## src/core/sbmtc_pkg.sv

```systemverilog
// constants and carrier types for the bus-master transfer control
package sbmtc_pkg;
  localparam int CLK_PERIOD_NS  = 40;
  localparam int MSYNC_SETUP_NS = 150;
  localparam int MSYNC_SETUP_CYC = (MSYNC_SETUP_NS + CLK_PERIOD_NS - 1) / CLK_PERIOD_NS;
  localparam int EOT_DELAY_NS   = 100;
  localparam int EOT_DELAY_CYC  = (EOT_DELAY_NS / CLK_PERIOD_NS < 1) ? 1 :
                                  EOT_DELAY_NS / CLK_PERIOD_NS;
  localparam int TIMEOUT_US     = 22;
  localparam int TIMEOUT_CYC    = (TIMEOUT_US * 1000) / CLK_PERIOD_NS;
  localparam int TMR_W          = 10;
  localparam int SEQ_W          = 3;

  localparam logic [TMR_W-1:0] TIMEOUT_LAST = TMR_W'(TIMEOUT_CYC - 1);
  localparam logic [SEQ_W-1:0] SETUP_LAST   = SEQ_W'(MSYNC_SETUP_CYC - 1);
  localparam logic [SEQ_W-1:0] EOT_LAST     = SEQ_W'(EOT_DELAY_CYC - 1);
  localparam logic [SEQ_W-1:0] SEQ_ZERO     = 3'h0;
  localparam logic [SEQ_W-1:0] SEQ_ONE      = 3'h1;
  localparam logic [TMR_W-1:0] TMR_ZERO     = 10'h000;
  localparam logic [TMR_W-1:0] TMR_ONE      = 10'h001;
  localparam logic [15:0]      WORD_ZERO    = 16'h0000;

  // transfer type codes, upper bit first
  localparam logic [1:0] XT_WORD_READ       = 2'h0;
  localparam logic [1:0] XT_READ_WITH_PAUSE = 2'h1;
  localparam logic [1:0] XT_WORD_WRITE      = 2'h2;
  localparam logic [1:0] XT_BYTE_WRITE      = 2'h3;
  localparam int         XT_WRITE_BIT       = 1;

  // microcode side of a transfer
  typedef struct packed {
    logic [15:0] addr;
    logic [15:0] wdata;
    logic [1:0]  xtype;
  } sbmtc_req_t;

  // sampled bus lines, active high
  typedef struct packed {
    logic [15:0] data;
    logic        slave_sync;
    logic        bus_busy;
    logic        dma_request;
    logic        select_acknowledge;
    logic        parity_b;
  } sbmtc_bus_in_t;

  // bus drivers; an open-drain line is asserted while its oe_n is low
  typedef struct packed {
    logic [15:0] addr;
    logic        addr_oe_n;
    logic [15:0] data;
    logic        data_oe_n;
    logic        xfer_type_hi;
    logic        xfer_type_lo;
    logic        ctl_oe_n;
    logic        bus_busy_oe_n;
    logic        master_sync_oe_n;
    logic        select_ack_oe_n;
  } sbmtc_bus_out_t;

  function automatic logic sbmtc_is_write(input logic [1:0] xtype);
    return xtype[XT_WRITE_BIT];
  endfunction : sbmtc_is_write
endpackage : sbmtc_pkg

```

## src/core/sbmtc_timer.sv

```systemverilog
// 22 us watchdog: counts while run is high, flags expiry
`timescale 1ns/1ns
module sbmtc_timer
  import sbmtc_pkg::*;
(
  input  wire logic i_clk,
  input  wire logic i_rst_n,
  input  wire logic i_run,
  output logic      o_expired
);
  import sbmtc_pkg::*;

  logic [TMR_W-1:0] cnt_q;

  // restarts whenever run drops
  always_ff @(posedge i_clk or negedge i_rst_n) begin
    if (!i_rst_n) begin
      cnt_q     <= TMR_ZERO;
      o_expired <= 1'b0;
    end else if (!i_run) begin
      cnt_q     <= TMR_ZERO;
      o_expired <= 1'b0;
    end else if (cnt_q == TIMEOUT_LAST) begin
      o_expired <= 1'b1;
    end else begin
      cnt_q <= cnt_q + TMR_ONE;
    end
  end
endmodule : sbmtc_timer

```

## src/core/sbmtc_select_acknowledge_guard.sv

```systemverilog
// self-generated select acknowledge for a grant nobody answers
`timescale 1ns/1ns
module sbmtc_select_acknowledge_guard
  import sbmtc_pkg::*;
(
  input  wire logic i_clk,
  input  wire logic i_rst_n,
  input  wire logic i_grant,
  input  wire logic i_halt_grant,
  output logic      o_self_ack
);
  import sbmtc_pkg::*;

  logic expired;

  // timer restarts from each grant; halt grants never time out
  sbmtc_timer u_tmr (
    .i_clk     (i_clk),
    .i_rst_n   (i_rst_n),
    .i_run     (i_grant && !i_halt_grant),
    .o_expired (expired)
  );

  // dropping the grant releases the acknowledge
  assign o_self_ack = expired && i_grant;
endmodule : sbmtc_select_acknowledge_guard

```

## src/core/sbmtc_xfer_ctrl.sv

```systemverilog
// bus-master transfer control: arbitration, handshake, clock inhibit
`timescale 1ns/1ns
module sbmtc_xfer_ctrl
  import sbmtc_pkg::*;
(
  input  wire logic                      i_sys_clk,
  input  wire logic                      i_arst_n,
  input  wire logic                      i_transfer_request,
  input  wire logic                      i_tap,
  input  wire sbmtc_pkg::sbmtc_req_t     i_req,
  input  wire logic                      i_master_sync_allow,
  input  wire logic                      i_cache_hit,
  input  wire logic                      i_internal_mux_tristate_n,
  input  wire logic [15:0]               i_ext_data,
  input  wire logic                      i_grant_request,
  input  wire logic                      i_halt_pending_n,
  input  wire sbmtc_pkg::sbmtc_bus_in_t  i_bus,
  output sbmtc_pkg::sbmtc_bus_out_t      o_bus,
  output logic                           o_priority_grant_n,
  output logic                           o_dma_grant,
  output logic                           o_clock_inhibit_n,
  output logic                           o_msync_clock_gate,
  output logic                           o_end_of_transfer_n,
  output logic [15:0]                    o_rdata,
  output logic                           o_rdata_load,
  output logic                           o_parity_error,
  output logic                           o_bus_error,
  output logic                           o_force_service
);
  import sbmtc_pkg::*;

  typedef enum logic [2:0] {XS_IDLE, XS_SETUP, XS_SYNC, XS_EOT, XS_DONE} sbmtc_state_t;

  logic             rst_meta_q, rst_n;
  sbmtc_state_t     state_q;
  logic [SEQ_W-1:0] seq_q;
  sbmtc_req_t       req_q;
  logic             gate_q, msync_q, abort_q, rmw_hold_q;
  logic             pri_grant_q, dma_grant_q;
  logic             self_ack, slave_sync_expired, any_ack;
  logic             own, is_write, hit, in_use, start_ok, finish, rd_finish;

  // reset released through two flops
  always_ff @(posedge i_sys_clk or negedge i_arst_n) begin
    if (!i_arst_n) begin
      rst_meta_q <= 1'b0;
      rst_n      <= 1'b0;
    end else begin
      rst_meta_q <= 1'b1;
      rst_n      <= rst_meta_q;
    end
  end

  assign own      = (state_q == XS_SETUP) || (state_q == XS_SYNC) || (state_q == XS_EOT);
  assign is_write = sbmtc_is_write(req_q.xtype);
  assign hit      = i_cache_hit && (req_q.xtype == XT_WORD_READ);
  assign any_ack  = i_bus.select_acknowledge || self_ack;

  // bus-in-use: pause hold overrides all but slave sync
  always_comb begin
    in_use = i_bus.dma_request || i_bus.bus_busy
          || (dma_grant_q && !i_bus.select_acknowledge && !i_bus.bus_busy)
          || (i_bus.select_acknowledge && !i_bus.bus_busy);
    if (rmw_hold_q) begin
      in_use = 1'b0;
    end
    in_use = in_use || i_bus.slave_sync;
  end

  assign start_ok  = (state_q == XS_IDLE) && i_transfer_request && !in_use;
  assign rd_finish = (state_q == XS_EOT) && (seq_q == EOT_LAST);
  assign finish    = rd_finish
                  || ((state_q == XS_SYNC) && i_bus.slave_sync && is_write);

  // transfer sequencer
  always_ff @(posedge i_sys_clk or negedge rst_n) begin
    if (!rst_n) begin
      state_q <= XS_IDLE;
      seq_q   <= SEQ_ZERO;
    end else begin
      unique case (state_q)
        XS_IDLE: begin
          seq_q <= SEQ_ZERO;
          if (start_ok) begin
            state_q <= XS_SETUP;
          end
        end
        XS_SETUP: begin
          if (seq_q != SETUP_LAST) begin
            seq_q <= seq_q + SEQ_ONE;
          end
          if (gate_q && hit) begin
            state_q <= XS_DONE;
          end else if (gate_q && (is_write || i_master_sync_allow)) begin
            state_q <= XS_SYNC;
          end
        end
        XS_SYNC: begin
          seq_q <= SEQ_ZERO;
          if (slave_sync_expired) begin
            state_q <= XS_DONE;
          end else if (i_bus.slave_sync) begin
            state_q <= is_write ? XS_DONE : XS_EOT;
          end
        end
        XS_EOT: begin
          seq_q <= seq_q + SEQ_ONE;
          if (rd_finish) begin
            state_q <= XS_DONE;
          end
        end
        XS_DONE: begin
          if (!i_transfer_request) begin
            state_q <= XS_IDLE;
          end
        end
      endcase
    end
  end

  // request captured at start so bus lines come from flops
  always_ff @(posedge i_sys_clk or negedge rst_n) begin
    if (!rst_n) begin
      req_q <= '0;
    end else if (start_ok) begin
      req_q <= i_req;
    end
  end

  // sync clock gate: true once setup time has elapsed
  always_ff @(posedge i_sys_clk or negedge rst_n) begin
    if (!rst_n) begin
      gate_q <= 1'b0;
    end else begin
      gate_q <= (state_q == XS_SETUP) && (seq_q == SETUP_LAST);
    end
  end

  // master sync latch
  always_ff @(posedge i_sys_clk or negedge rst_n) begin
    if (!rst_n) begin
      msync_q <= 1'b0;
    end else if (state_q == XS_SETUP) begin
      msync_q <= gate_q && !hit && (is_write || i_master_sync_allow);
    end else if (i_bus.slave_sync || slave_sync_expired || state_q != XS_SYNC) begin
      msync_q <= 1'b0;
    end
  end

  sbmtc_timer u_slave_sync_tmr (
    .i_clk     (i_sys_clk),
    .i_rst_n   (rst_n),
    .i_run     (msync_q && !i_bus.slave_sync),
    .o_expired (slave_sync_expired)
  );

  // timeout latch; held until the request is withdrawn
  always_ff @(posedge i_sys_clk or negedge rst_n) begin
    if (!rst_n) begin
      abort_q         <= 1'b0;
      o_bus_error     <= 1'b0;
      o_force_service <= 1'b0;
    end else begin
      o_bus_error     <= slave_sync_expired && !abort_q;
      o_force_service <= slave_sync_expired && !abort_q;
      if (slave_sync_expired) begin
        abort_q <= 1'b1;
      end else if (!i_transfer_request) begin
        abort_q <= 1'b0;
      end
    end
  end

  // pause hold: from a read-with-pause until its write ends or slave sync times out
  always_ff @(posedge i_sys_clk or negedge rst_n) begin
    if (!rst_n) begin
      rmw_hold_q <= 1'b0;
    end else if (slave_sync_expired) begin
      rmw_hold_q <= 1'b0;
    end else if (start_ok && i_req.xtype == XT_READ_WITH_PAUSE) begin
      rmw_hold_q <= 1'b1;
    end else if (finish && is_write) begin
      rmw_hold_q <= 1'b0;
    end
  end

  // end of transfer pulse, read data and parity
  always_ff @(posedge i_sys_clk or negedge rst_n) begin
    if (!rst_n) begin
      o_end_of_transfer_n <= 1'b1;
      o_rdata_load        <= 1'b0;
      o_rdata             <= WORD_ZERO;
      o_parity_error      <= 1'b0;
    end else begin
      o_end_of_transfer_n <= !finish;
      o_rdata_load        <= rd_finish || (state_q == XS_SETUP && gate_q && hit);
      o_parity_error      <= (state_q == XS_SYNC) && i_bus.slave_sync
                             && !is_write && i_bus.parity_b;
      if (state_q == XS_SETUP && gate_q && hit) begin
        o_rdata <= i_ext_data;
      end else if (state_q == XS_SYNC && i_bus.slave_sync && !is_write) begin
        o_rdata <= i_internal_mux_tristate_n ? i_bus.data : i_ext_data;
      end
    end
  end

  // grants; any acknowledge drops them
  always_ff @(posedge i_sys_clk or negedge rst_n) begin
    if (!rst_n) begin
      dma_grant_q <= 1'b0;
      pri_grant_q <= 1'b0;
    end else begin
      if (any_ack) begin
        dma_grant_q <= 1'b0;
        pri_grant_q <= 1'b0;
      end else if (!dma_grant_q && !pri_grant_q && !own) begin
        dma_grant_q <= i_bus.dma_request;
        pri_grant_q <= !i_bus.dma_request && i_grant_request && !rmw_hold_q
                       && !i_bus.bus_busy;
      end
    end
  end

  sbmtc_select_acknowledge_guard u_select_acknowledge (
    .i_clk        (i_sys_clk),
    .i_rst_n      (rst_n),
    .i_grant      (dma_grant_q || pri_grant_q),
    .i_halt_grant (pri_grant_q && !i_halt_pending_n),
    .o_self_ack   (self_ack)
  );

  // clock inhibit; held through setup, sync and the read release delay
  assign o_clock_inhibit_n = !(i_transfer_request && i_tap && !abort_q
                               && ((state_q == XS_SETUP)
                                   || (msync_q && !i_bus.slave_sync)
                                   || (state_q == XS_EOT))
                               && (!hit || !gate_q));

  assign o_msync_clock_gate = gate_q;
  assign o_priority_grant_n = !pri_grant_q;
  assign o_dma_grant        = dma_grant_q;

  always_comb begin
    o_bus                  = '0;
    o_bus.addr             = req_q.addr;
    o_bus.data             = req_q.wdata;
    o_bus.xfer_type_hi     = req_q.xtype[1];
    o_bus.xfer_type_lo     = req_q.xtype[0];
    o_bus.addr_oe_n        = !own;
    o_bus.ctl_oe_n         = !own;
    o_bus.data_oe_n        = !(own && is_write);
    o_bus.bus_busy_oe_n    = !(own || rmw_hold_q);
    o_bus.master_sync_oe_n = !msync_q;
    o_bus.select_ack_oe_n  = !self_ack;
  end
endmodule : sbmtc_xfer_ctrl

```

## config.mk

```make
export PLATFORM = sky130hd
export DESIGN_NAME = sbmtc_xfer_ctrl
export DESIGN_NICKNAME = d
export VERILOG_FILES = /design/src/core/sbmtc_pkg.sv /design/src/core/sbmtc_timer.sv /design/src/core/sbmtc_select_acknowledge_guard.sv /design/src/core/sbmtc_xfer_ctrl.sv
export SDC_FILE = /design/constraint.sdc
export NUM_CORES = 1
export LEC_CHECK = 0
export ABC_CLOCK_PERIOD_IN_PS = 8550
export BUFFER_PORTS_ARGS = -buffer_cell sky130_fd_sc_hd__buf_2
export CORE_MARGIN = 2
export CORE_UTILIZATION = 33
export CTS_CLUSTER_DIAMETER = 60
export DETAILED_ROUTE_END_ITERATION = 7
export GPL_TIMING_DRIVEN = 0
export PLACE_DENSITY = 0.57
export REMOVE_ABC_BUFFERS = 1
export SLEW_MARGIN = 20
export SYNTH_ARGS = -nofsm -noshare
export SYNTH_HDL_FRONTEND = slang
export SYNTH_SLANG_ARGS = --single-unit
```

## constraint.sdc

```tcl
create_clock -name i_sys_clk -period 8.55 [get_ports i_sys_clk]
set_input_delay 0 -clock i_sys_clk [delete_from_list [all_inputs] [get_ports i_sys_clk]]
set_output_delay 0 -clock i_sys_clk [all_outputs]
set_load 0.02 [all_outputs]
```

# Yosys cells after proc, flatten, opt, wreduce, memory -nomap -nowiden
# Index checks and enable logic that the tools add are counted.
[classes]
addsub = 3
eq_ne = 22
mux = 34
reduce_logical = 83
[op_table]
columns = ["op", "count"]
rows = [
  ["16-bit 2-to-1 mux", 3],
  ["10-bit 2-to-1 mux", 4],
  ["1-bit logical AND", 35],
  ["3-bit 2-to-1 mux", 9],
  ["1-bit zero test", 21],
  ["10-bit by 1-bit adder with 10-bit output, second input constant", 2],
  ["10-bit == test, second input constant", 2],
  ["1-bit logical OR", 17],
  ["1-bit 2-to-1 mux", 16],
  ["3-bit one-hot mux with 5 select lines", 1],
  ["2-bit != test, second input constant", 7],
  ["3-bit by 2-bit == test with 1-bit output, second input constant", 3],
  ["3-bit by 2-bit != test with 1-bit output, second input constant", 3],
  ["3-bit one-hot mux with 3 select lines", 1],
  ["3-bit by 1-bit == test with 1-bit output, second input constant", 2],
  ["2-bit nonzero test", 3],
  ["3-bit nonzero test", 2],
  ["5-bit AND reduction", 1],
  ["2-bit by 1-bit != test with 1-bit output, second input constant", 2],
  ["3-bit by 1-bit adder with 3-bit output, second input constant", 1],
  ["3-bit == test, second input constant", 1],
  ["3-bit zero test", 1],
  ["3-bit != test, second input constant", 1],
  ["2-bit by 1-bit == test with 1-bit output, second input constant", 1],
  ["3 further kinds", 3],
]
[totals]
ff_bits = 90
inputBits = 80
output_inout_bits = 65
wordCells = 164

# Longest topological paths before layout
# Gate-level depths: netlist (run 1).
[logic_depth]
word_depth = 12
depth_mapped = 6
depth_no_buf = 6

# Modules after synthesis
# A second synthesis (run 1) with hierarchy kept.
[unflattened]
hier_cells = 370
area_unflattened_um2 = 4335.4
[modules_own_cells]
columns = ["module", "n_inst", "cells_per_inst", "area_each_um2", "seq_area_each_um2"]
rows = [
  ["sbmtc_xfer_ctrl", 1, 256, 3194.3, 1702.9],
  ["sbmtc_timer", 2, 56, 560.5, 275.3],
  ["sbmtc_select_acknowledge_guard", 1, 2, 20.0, 0.0],
]

# Worst setup path before layout (run 1)
# No wires, ideal clock.
[synth_timing]
path_kind = "reg-to-reg"
startpoint = "reg req_q, in the netlist o_bus[4]"
endpoint = "reg o_rdata[10]"
setup_ps = 128
arrival_ps = 1984
t_required_ps = 8422
path_slack_ps = 6439
stages_incl_launch_ff = 6
path_buffers = 1
period_less_slack_ps = 2111
path_cell_list = "dfrtp_1 -> nand4bb_1 -> o41ai_4 -> buf_6 -> mux2_1 -> mux2_1"
[synth_via]
elab_chain_cells = 4
elab_cells_between_ends = 5
classes_between = "1 x mux; 4 x reduce/logical"
[synth_rtl]
columns = ["element", "line", "text"]
rows = [
  ["from (decl)", "sbmtc_xfer_ctrl.sv:37", "sbmtc_req_t req_q;"],
  ["from (signal assigned)", "sbmtc_xfer_ctrl.sv:126", "req_q <= i_req;"],
  ["2-bit zero test (*)", "sbmtc_xfer_ctrl.sv:56", "assign hit = i_cache_hit && (req_q.xtype == XT_WORD_READ);"],
  ["1-bit logical AND (*)", "sbmtc_xfer_ctrl.sv:56", ""],
  ["1-bit logical AND (*)", "sbmtc_xfer_ctrl.sv:199", "if (state_q == XS_SETUP && gate_q && hit) begin"],
  ["16-bit 2-to-1 mux / 2-bit nonzero test (equally long branches)", "-", ""],
  ["to (signal assigned)", "sbmtc_xfer_ctrl.sv:200", "o_rdata <= i_ext_data;"],
  ["to (signal assigned)", "sbmtc_xfer_ctrl.sv:202", "o_rdata <= i_internal_mux_tristate_n ? i_bus.data : i_ext_data;"],
  ["to (decl)", "sbmtc_xfer_ctrl.sv:24", "output logic [15:0] o_rdata,"],
]
# Mark *: on every way between the ends. The rest lies on a longest branch, timed or not.
# A chain may end at the register's enable or synchronous reset.

# Worst setup path in the final report (run 1)
[layout_timing]
startpoint = "reg req_q, in the netlist o_bus[5]"
endpoint = "reg o_rdata[11]"
[layout_via]
elab_chain_cells = 4
elab_cells_between_ends = 7
classes_between = "1 x mux; 6 x reduce/logical"
[layout_rtl]
columns = ["element", "line"]
rows = [
  ["2-bit zero test", "sbmtc_xfer_ctrl.sv:56"],
  ["1-bit logical AND", "sbmtc_xfer_ctrl.sv:56"],
  ["1-bit logical AND", "sbmtc_xfer_ctrl.sv:199"],
  ["16-bit 2-to-1 mux / 2-bit nonzero test (equally long branches)", "-"],
]
# Parallel ways exist; a longest one is shown, timed or not.

==> flow_metrics.tcl, run 1 <==
set metrics [dict create \
    maxCapViolCount 0 \
    synthFlopType "dfrtp_1" \
    synth_top_family_by_area "multiplexers" \
    die_area_sq_mm 0.0136 \
    slowest_delay_ps 860 \
    synth_top_area_cell "dfrtp_1" \
    min_period_over_period 0.362 \
    rsz0062_at_grt "false" \
    p_total_w 0.00161 \
    die_w_microns 117 \
    postLayoutCoreUtil 0.478 \
    fin_worst_skew_ps 3.89 \
    first_pass_iters 4 \
    clock.fmax_ghz 0.323 \
    relSlewSlack 0.326 \
    worst_slew_pin_slew_ps 1010 \
    cts_tree "yes" \
    drtIter0Drc 101 \
    synthXorXnorAreaFrac 0.0315 \
    syn_inst 341 \
    leakagePower_nw 2.86 \
    dp_hpwl_mm 6.42 \
    synth_compound_area_frac 0.0710 \
    layout_min_cycle_time_ps 3090 \
    row_count 41 \
    antenna_found_initial 0 \
    synth_cell_types 56 \
    synth_area_sq_mm 0.00418 \
    crit_path_top_delay_cell "o41ai_4" \
    slew_viol_final 0 \
    clock_latency_ps 330 \
    synthToLayoutAreaGrowth_pct 42.5 \
    cts-root-buf "clkbuf_16" \
    detail-route-antenna-nets 0 \
    hold_depth 3 \
    crit_path_max_fanout 16 \
    drive_gt1_frac 0.385 \
    power.density_mw_per_mm2 270 \
    seq_area_frac_synth 0.540 \
    crit_type "flop to flop" \
    drcViolationCount 0 \
    core_area_sq_mm 0.0125 \
    outcome "complete, no violations" \
    io_buffers 144 \
    gp_congestion 0.824 \
    post_cts.repair.setup_buffers 0 \
    cts_made_buffers 9 \
    fin_nets 628 \
    critPathLaunchType "flop" \
    setup_viol 0 \
    synthMuxAreaShare 0.183 \
    synth-edff-count 0 \
    worstSetupStartpoint "o_bus[5]$_DFFE_PN0P_" \
    synthTopCellsByArea "dfrtp_1 (53%), mux2_2 (11%), mux2_1 (7.3%), nor2_1 (2.9%), ha_1 (2.1%)" \
    setup_tns_ps 0 \
    fillers 1138 \
    r2r_setup_slack_ps 5460 \
    r2r_end "o_rdata[11]$_DFFE_PN0P_" \
    clk_path_buf_depth 2 \
    synth-async-reset-ratio 1.00 \
    initial_core_util 0.335 \
    path_cells "nand4bb_1, o41ai_4, mux2_1, dlygate4sd3_1, mux2_1" \
    crit_end "o_rdata[11]$_DFFE_PN0P_" \
    yosys_warnings 0 \
    diodes 0 \
    clkSinkCount 90 \
    overflow 0 \
    crit_top_cell "mux2_1" \
    grt_pass1_wl_mm 15.8 \
    clkSlewWorstSetupHoldPaths_ps 60 \
    grt_pass1_vias 3469 \
    routedWlPerCell_microns 13.2 \
    via_per_inst 4.71 \
    ys_ff_latch 90 \
    hold_path.class "input pin to flop" \
    rr_startpoint "o_bus[5]$_DFFE_PN0P_" \
    htree_levels 3 \
    grt_usage 0.148 \
    end_kind "flop" \
    wl_mm 9.51 \
    synthAdderAreaFrac 0.0210 \
    grt_max_degree 53 \
    vdd_drop_max_uv 171 \
    postSynthAreaPerCell_sq_um 12.2 \
    num_vias 3382 \
    ff2ff_path_depth 5 \
    chipHeight_microns 117 \
    final_cell_mix "buf_2 (144), dfrtp_1 (88), dlygate4sd3_1 (56)" \
    worstPathArrival_ps 3310 \
    ios 145 \
    cp.required_ps 8770 \
    synth-simple-area-share 0.124 \
    hold_viol 0 \
    layout_commonest_cell "buf_2" \
    netlist.area_leader.share 0.533 \
]
==> state kept, by name, summed over array words and instances, names as in the netlist <==
name and count:
pri_grant_q 1, abort_q 1, rmw_hold_q 1, u_slave_sync_tmr.cnt_q 10, rst_n 1, u_slave_sync_tmr.o_expired 1
rst_meta_q 1, msync_q 1, u_select_acknowledge.u_tmr.cnt_q 10, o_end_of_transfer_n 1, o_parity_error 1, o_msync_clock_gate 1
o_rdata_load 1, state_q 3, o_bus 34, o_force_service 1, u_select_acknowledge.u_tmr.o_expired 1, seq_q 3
o_dma_grant 1, o_rdata 16
==> synthesized netlist by cell type (3+ instances only) <==
library cell / instances
xnor2_1: 7
nor2_1: 32
a22oi_1: 3
inv_1: 12
nor4_1: 3
clkbuf_1: 4
buf_2: 5
nand2_1: 10
mux2_1: 27
nand4_1: 7
buf_4: 3
dfrtp_1: 89
xor2_1: 8
and3_1: 3
nor3b_1: 4
or3_1: 3
nor2b_1: 7
ha_1: 7
a21oi_1: 8
nand3_1: 8
mux2_2: 40
nand2b_1: 3
o21ai_0: 8
==> critical path: cells and delay by family (launching register included) <==
family | cells | cell delay [ps]
buffers and inverters | 1 | 560
AOI/OAI and AO/OA | 1 | 860
DFF | 1 | 510
muxes | 2 | 680
and+or+nand+nor | 1 | 350
==> repair_timing <==
| action | in CTS | in global routing |
|---|---|---|
| gates resized for setup | 0 | 0 |
| hold endpoints to repair | 50 | 0 |
| hold buffers | 56 | 0 |
==> logic make-up (layout without fill, tap and decap cells) <==
group	Yosys count	in the layout
muxes	68	68
and+or+nand+nor	95	95
AOI/OAI and AO/OA	39	39
DFF	90	90
xor gates and xnor gates	15	15
other	1	1
buffers and inverters	26	231
adders and majority gates	7	7
==> metal layers <==
metal / share of wire / global-route usage / wire length (microns) / up-vias
met5: 0 / 0 / 0 / -
met2: 0.50 / 0.247 / 4720 / 103
li1: - / - / - / 1612
met1: 0.43 / 0.185 / 4060 / 1649
met4: 0.019 / 0.0667 / 181 / 0
met3: 0.057 / 0.0322 / 544 / 18
==> area by class of cell <==
| cell class | instances | area [sq um] | area share |
|---|---|---|---|
| inverters | 13 | 48.8 | 0.00820 |
| clock buffers | 14 | 274 | 0.0460 |
| well taps | 172 | 215 | 0.0361 |
| repair buffers | 202 | 1340 | 0.224 |
| flip-flops and latches | 90 | 2260 | 0.379 |
| multi-input cells | 225 | 1810 | 0.304 |
| clock inverters | 2 | 10.0 | 0.00168 |
==> report_power, final <==
group	total, W	internal (W)	switching, W
Sequential	0.000651	0.000549	0.000101
Clock	0.000375	0.000220	0.000155
Combinational	0.000582	0.000257	0.000326
==> worst min path at each step <==
stage	startpoint	end	slack, ps
after floorplan	i_arst_n	rst_meta_q$_DFF_PN0_	-300
after global placement	i_arst_n	rst_meta_q$_DFF_PN0_	-210
after detailed placement	i_arst_n	rst_meta_q$_DFF_PN0_	-210
after CTS	i_ext_data[15]	o_rdata[15]$_DFFE_PN0P_	0.6
after global routing	i_ext_data[9]	o_rdata[9]$_DFFE_PN0P_	8
final	i_ext_data[15]	o_rdata[15]$_DFFE_PN0P_	10
==> per-stage QoR <==
stage | setup slack [ps] | std cells | hold WS, ps | cell area [sq um]
after floorplan | 5860 | 328 | -296 | 4100
after global placement | 4750 | 644 | -214 | 5040
after detailed placement | 5960 | 646 | -207 | 5110
after CTS | 5400 | 718 | 0.633 | 5950
after global routing | 5240 | 718 | 7.63 | 5950
final | 5460 | 718 | 14.0 | 5950
(Power assumes the default switching activity.)
==> run 2: changes to the inputs <==
Settings changed: ABC_CLOCK_PERIOD_IN_PS 8550 to 3150.
Clock period 8.55 ns to 3.15 ns, I/O delays scaled along.
==> run 2 against run 1 <==
Effect of this change: clock power rose to 2.7 times the previous value; largest power group unchanged; worst hold slack worse by 1.1 ps; critical endpoint unchanged; worst setup slack worse by 5100 ps; critical path depth up 1; maximum frequency up 12%; core utilization up 0.18 points.
==> flow_metrics.tcl, run 2 (synthesis results as in run 1) <==
set metrics [dict create \
    outcome "complete, no violations" \
    crit_top_cell "mux2_1" \
    cts_tree "yes" \
    fin_worst_skew_ps 4.38 \
    crit_family "buffers and inverters" \
    rr_startpoint "o_bus[5]$_DFFE_PN0P_" \
    placed_cell_area_sq_mm 0.00511 \
    worstPathArrival_ps 2970 \
    die_w_microns 117 \
    crit_path_max_fanout 12 \
    leakagePower_nw 2.88 \
    grt_max_degree 53 \
    clock_latency_ps 330 \
    overflow 0 \
    rsz0062_at_grt "false" \
    grt_pass1_wl_mm 15.8 \
    critPathLaunchType "flop" \
    vdd_drop_max_uv 468 \
    slowest_delay_ps 570 \
    finalNonFillerCells 721 \
    hold_path.class "input pin to flop" \
    dpl_worst_slack_ps 563 \
    setup_tns_ps 0 \
    row_count 41 \
    drcViolationCount 0 \
    slew_viol_final 0 \
    drive_gt1_frac 0.388 \
    final_cell_mix "buf_2 (144), dfrtp_1 (88), dlygate4sd3_1 (56)" \
    crit_path_top_delay_cell "dlygate4sd3_1" \
    worst-path-buf-inv 2 \
    ios 145 \
    postLayoutCoreUtil 0.479 \
    power_frac_seq 0.404 \
    holdCritStartpoint "i_ext_data[15]" \
    grt_pass1_vias 3464 \
    drtIter0Drc 87 \
    cp.required_ps 3370 \
    die_area_sq_mm 0.0136 \
    fin_nets 631 \
    setup_viol 0 \
    power.density_mw_per_mm2 732 \
    largest_reg_flops 34 \
    crit_type "flop to flop" \
    power_switching_w 0.00158 \
    dp_hpwl_mm 6.42 \
    cts_made_buffers 9 \
    grt_usage 0.148 \
    clkPwrFrac 0.233 \
    initial_core_util 0.335 \
    first_pass_iters 4 \
    detail-route-antenna-nets 0 \
    dp.cells 646 \
    io_buffers 144 \
    via_per_inst 4.71 \
    relSlewSlack 0.443 \
    num_vias 3399 \
    chipHeight_microns 117 \
    fin_area_sq_mm 0.00598 \
    core_area_sq_mm 0.0125 \
    end_kind "flop" \
    setup_slack_ps 395 \
    diodes 0 \
    wl_mm 9.57 \
    clkSlewWorstSetupHoldPaths_ps 60 \
    worstSetupStartpoint "o_bus[5]$_DFFE_PN0P_" \
    hold_viol 0 \
    htree_levels 3 \
    routedWlPerCell_microns 13.3 \
    layout_min_cycle_time_ps 2750 \
    p_int_w 0.00279 \
    synthToLayoutAreaGrowth_pct 43.1 \
    cts-resized-gates 0 \
    gp_congestion 0.824 \
    path_cells "nand4bb_1, o41ai_4, buf_4, mux2_1, dlygate4sd3_1, mux2_1" \
    p_sw_frac 0.362 \
    cts-root-buf "clkbuf_16" \
    clock.fmax_ghz 0.363 \
    worst_slew_pin_slew_ps 834 \
    maxCapViolCount 0 \
    layout_commonest_cell "buf_2" \
    clkSinkCount 90 \
    antenna_found_initial 0 \
    pwr-share-comb 0.362 \
    clk_path_buf_depth 2 \
    min_period_over_period 0.875 \
]
run 2: cell types whose count changed in the layout (fill, tap and decap cells not counted):
cell / before / now
buf_4: 0 / 3
run 2: per-stage QoR:
stage | total power (W) | hold slack, ps
4_1_cts | 0.00441 | 0.633
3_3_place_gp | 0.00326 | -214
3_5_place_dp | 0.00330 | -207
6_report | 0.00437 | 12.9
2_1_floorplan | 0.00274 | -296
5_1_grt | 0.00467 | 7.61
run 2: worst paths after layout:
check | end | slack, ps | depth (start not counted)
min | o_rdata[15]$_DFFE_PN0P_ | 10 | 3
min in group asynchronous | o_bus[31]$_DFFE_PN0P_ | 310 | 0
max in group asynchronous | o_end_of_transfer_n$_DFF_PN1_ | 2180 | 1
max | o_rdata[11]$_DFFE_PN0P_ | 400 | 6
max reg2reg | o_rdata[11]$_DFFE_PN0P_ | 400 | 6
min reg2reg | o_bus[31]$_DFFE_PN0P_ | 310 | 0
run 2: worst register-to-register path, cell delays in order (launching register included):
cell           delay, ps
dfrtp_1              520
nand4bb_1            350
o41ai_4              330
buf_4                230
mux2_1               350
dlygate4sd3_1        570
mux2_1               290
run 2: layout make-up:
type	instances	area, sq um
Fill cell	1127	6490
Sequential cell	90	2260
Multi-Input combinational cell	225	1810
Timing Repair Buffer	205	1360
Clock buffer	14	274
Tap cell	172	215
Inverter	13	48.8
Clock inverter	2	10.0
run 2: timing repair:
item,4_1_cts,5_1_grt
setup buffers,0,3
endpoints found under the hold margin,50,0
setup endpoints to repair,0,4
hold buffers,56,0
run 2: power groups by stage:
| stage | clock network [W] | registers [W] | logic, W |
|---|---|---|---|
| floorplan | 0 | 0.00210 | 0.000637 |
| global placement | 0 | 0.00177 | 0.00149 |
| detailed placement | 0 | 0.00178 | 0.00153 |
| CTS | 0.00106 | 0.00176 | 0.00159 |
| global route | 0.00112 | 0.00182 | 0.00173 |
| finish | 0.00102 | 0.00177 | 0.00158 |
run 2: layer usage:
layer,track usage,up-vias,wire (microns)
li1,-,1618,-
met2,0.248,105,4750
met1,0.184,1658,4100
met4,0.0651,0,181
met3,0.0317,18,544
met5,0,-,0
==> run 3: changes to the inputs <==
Settings changed: CORE_UTILIZATION 33 to 30, PLACE_DENSITY 0.57 to 0.53.
==> run 3 against run 2 <==
Effect of this change: sequential cell count unchanged; cell area rose by 0.21%; combinational power about the same; global-route usage fell by 0.72 points; first-iteration DRC count grew 44%; via count is 2.0% lower; clock skew grew 1.7 ps; maximum frequency up 0.81%; clock power is 7% higher.
==> flow_metrics.tcl, run 3 (synthesis results as in run 1) <==
set metrics [dict create \
    relSlewSlack 0.458 \
    antenna_found_initial 0 \
    fillers 1273 \
    grt_max_degree 53 \
    crit_end "o_rdata[15]$_DFFE_PN0P_" \
    diodes 0 \
    r2r_end "o_rdata[15]$_DFFE_PN0P_" \
    fin_nets 629 \
    gp_congestion 0.765 \
    drtIter0Drc 125 \
    cp.required_ps 3370 \
    first_pass_iters 4 \
    outcome "complete, no violations" \
    initial_core_util 0.304 \
    grt_usage 0.141 \
    setup_viol 0 \
    wl_mm 10.2 \
    crit_path_max_fanout 12 \
    cts-resized-gates 0 \
    worstPathArrival_ps 2960 \
    maxCapViolCount 0 \
    hold_viol 0 \
    routedWlPerCell_microns 14.0 \
    worstSetupStartpoint "o_bus[5]$_DFFE_PN0P_" \
    die_area_sq_mm 0.0149 \
    overflow 0 \
    power.density_mw_per_mm2 744 \
    die_w_microns 122 \
    ff2ff_path_depth 6 \
    r2r_setup_slack_ps 420 \
    crit_type "flop to flop" \
    hold_path.class "input pin to flop" \
    cts_made_buffers 9 \
    vdd_drop_max_uv 397 \
    row_count 43 \
    htree_levels 3 \
    dp_hpwl_mm 7.26 \
    cts_tree "yes" \
    fin_worst_skew_ps 6.12 \
    end_kind "flop" \
    final_cell_mix "buf_2 (144), dfrtp_1 (88), dlygate4sd3_1 (54)" \
    setup_tns_ps 0 \
    detail-route-antenna-nets 0 \
    dpl_worst_slack_ps 540 \
    setup_slack_ps 417 \
    num_vias 3332 \
    via_per_inst 4.58 \
    critPathLaunchType "flop" \
    layout_min_cycle_time_ps 2730 \
    clock.fmax_ghz 0.366 \
    cts-root-buf "clkbuf_16" \
    slew_viol_final 0 \
    clk_path_buf_depth 2 \
    synthToLayoutAreaGrowth_pct 43.4 \
    rr_startpoint "o_bus[5]$_DFFE_PN0P_" \
    min_period_over_period 0.867 \
    drive_gt1_frac 0.391 \
    io_buffers 144 \
    largest_reg_flops 34 \
    ios 145 \
    core_area_sq_mm 0.0137 \
    clock_latency_ps 340 \
    rsz0062_at_grt "false" \
    worst_slew_pin_slew_ps 813 \
    clkSlewWorstSetupHoldPaths_ps 60 \
    grt_pass1_vias 3334 \
    drcViolationCount 0 \
    layout_commonest_cell "buf_2" \
    leakagePower_nw 2.87 \
    chipHeight_microns 122 \
    clkSinkCount 90 \
    grt_pass1_wl_mm 16.4 \
]
-- run 3: changes by cell type in the layout (fill, tap and decap cells not counted), sizes merged --
| cell | change |
|---|---|
| bufinv | +1 |
| clkbuf | -2 |
| clkinv | -1 |
| clkinvlp | +2 |
| dlygate4sd3 | -2 |
-- run 3: worst min path at each step --
stage                     slack (ps)  depth (start not counted)                 endpoint            from
final                             10                          3   o_rdata[7]$_DFFE_PN0P_       i_bus[12]
after global routing              20                          3  o_rdata[11]$_DFFE_PN0P_  i_ext_data[11]
after CTS                          6                          3   o_rdata[7]$_DFFE_PN0P_       i_bus[12]
after detailed placement        -210                          1     rst_meta_q$_DFF_PN0_        i_arst_n
after global placement          -210                          1     rst_meta_q$_DFF_PN0_        i_arst_n
after floorplan                 -300                          0     rst_meta_q$_DFF_PN0_        i_arst_n
-- run 3: repair_timing --
| item | CTS | global route |
|---|---|---|
| hold buffers | 54 | 0 |
| setup endpoints to repair | 0 | 2 |
| setup buffers | 0 | 3 |
| hold endpoints to repair | 48 | 0 |
-- run 3: metrics by stage --
stage | cells | hold WS (ps) | power, W | cell area (sq um) | utilization
floorplan | 328 | -296 | 0.00274 | 4100 | -
global placement | 652 | -214 | 0.00328 | 5050 | 0.368
detailed placement | 654 | -211 | 0.00334 | 5120 | 0.373
CTS | 724 | 6.14 | 0.00451 | 5970 | 0.435
global route | 727 | 20.1 | 0.00471 | 5990 | 0.436
finish | 727 | 13.8 | 0.00445 | 5990 | 0.436
-- run 3: cell type report --
type                    instances  area [sq um]  share of cell area
clock buffers                  12           256              0.0428
inverters                      13          48.8             0.00815
flip-flops and latches         90          2260               0.377
repair buffers                203          1340               0.224
multi-input cells             225          1810               0.303
clock inverters                 4          50.0             0.00836
well taps                     180           225              0.0376
-- run 3: metal layers --
| layer | track usage | share of wire | vias up |
|---|---|---|---|
| met1 | 0.177 | 0.45 | 1642 |
| met5 | 0 | 0 | - |
| li1 | - | - | 1612 |
| met4 | 0.0632 | 0.020 | 0 |
| met2 | 0.235 | 0.50 | 60 |
| met3 | 0.0257 | 0.029 | 18 |
-- run 3: report_power, final --
part | switching, W | internal (W) | leakage (nW)
clock network | 0.000437 | 0.000657 | 0.145
registers | 0.000268 | 0.00149 | 1.18
logic | 0.000905 | 0.000697 | 1.54
total | 0.00161 | 0.00284 | 2.87
-- run 3: critical path, stage by stage (launching register included) --
cell	delay, ps
dfrtp_1	530
nand4bb_1	360
o41ai_4	320
buf_4	210
mux2_1	330
dlygate4sd3_1	560
mux2_1	290
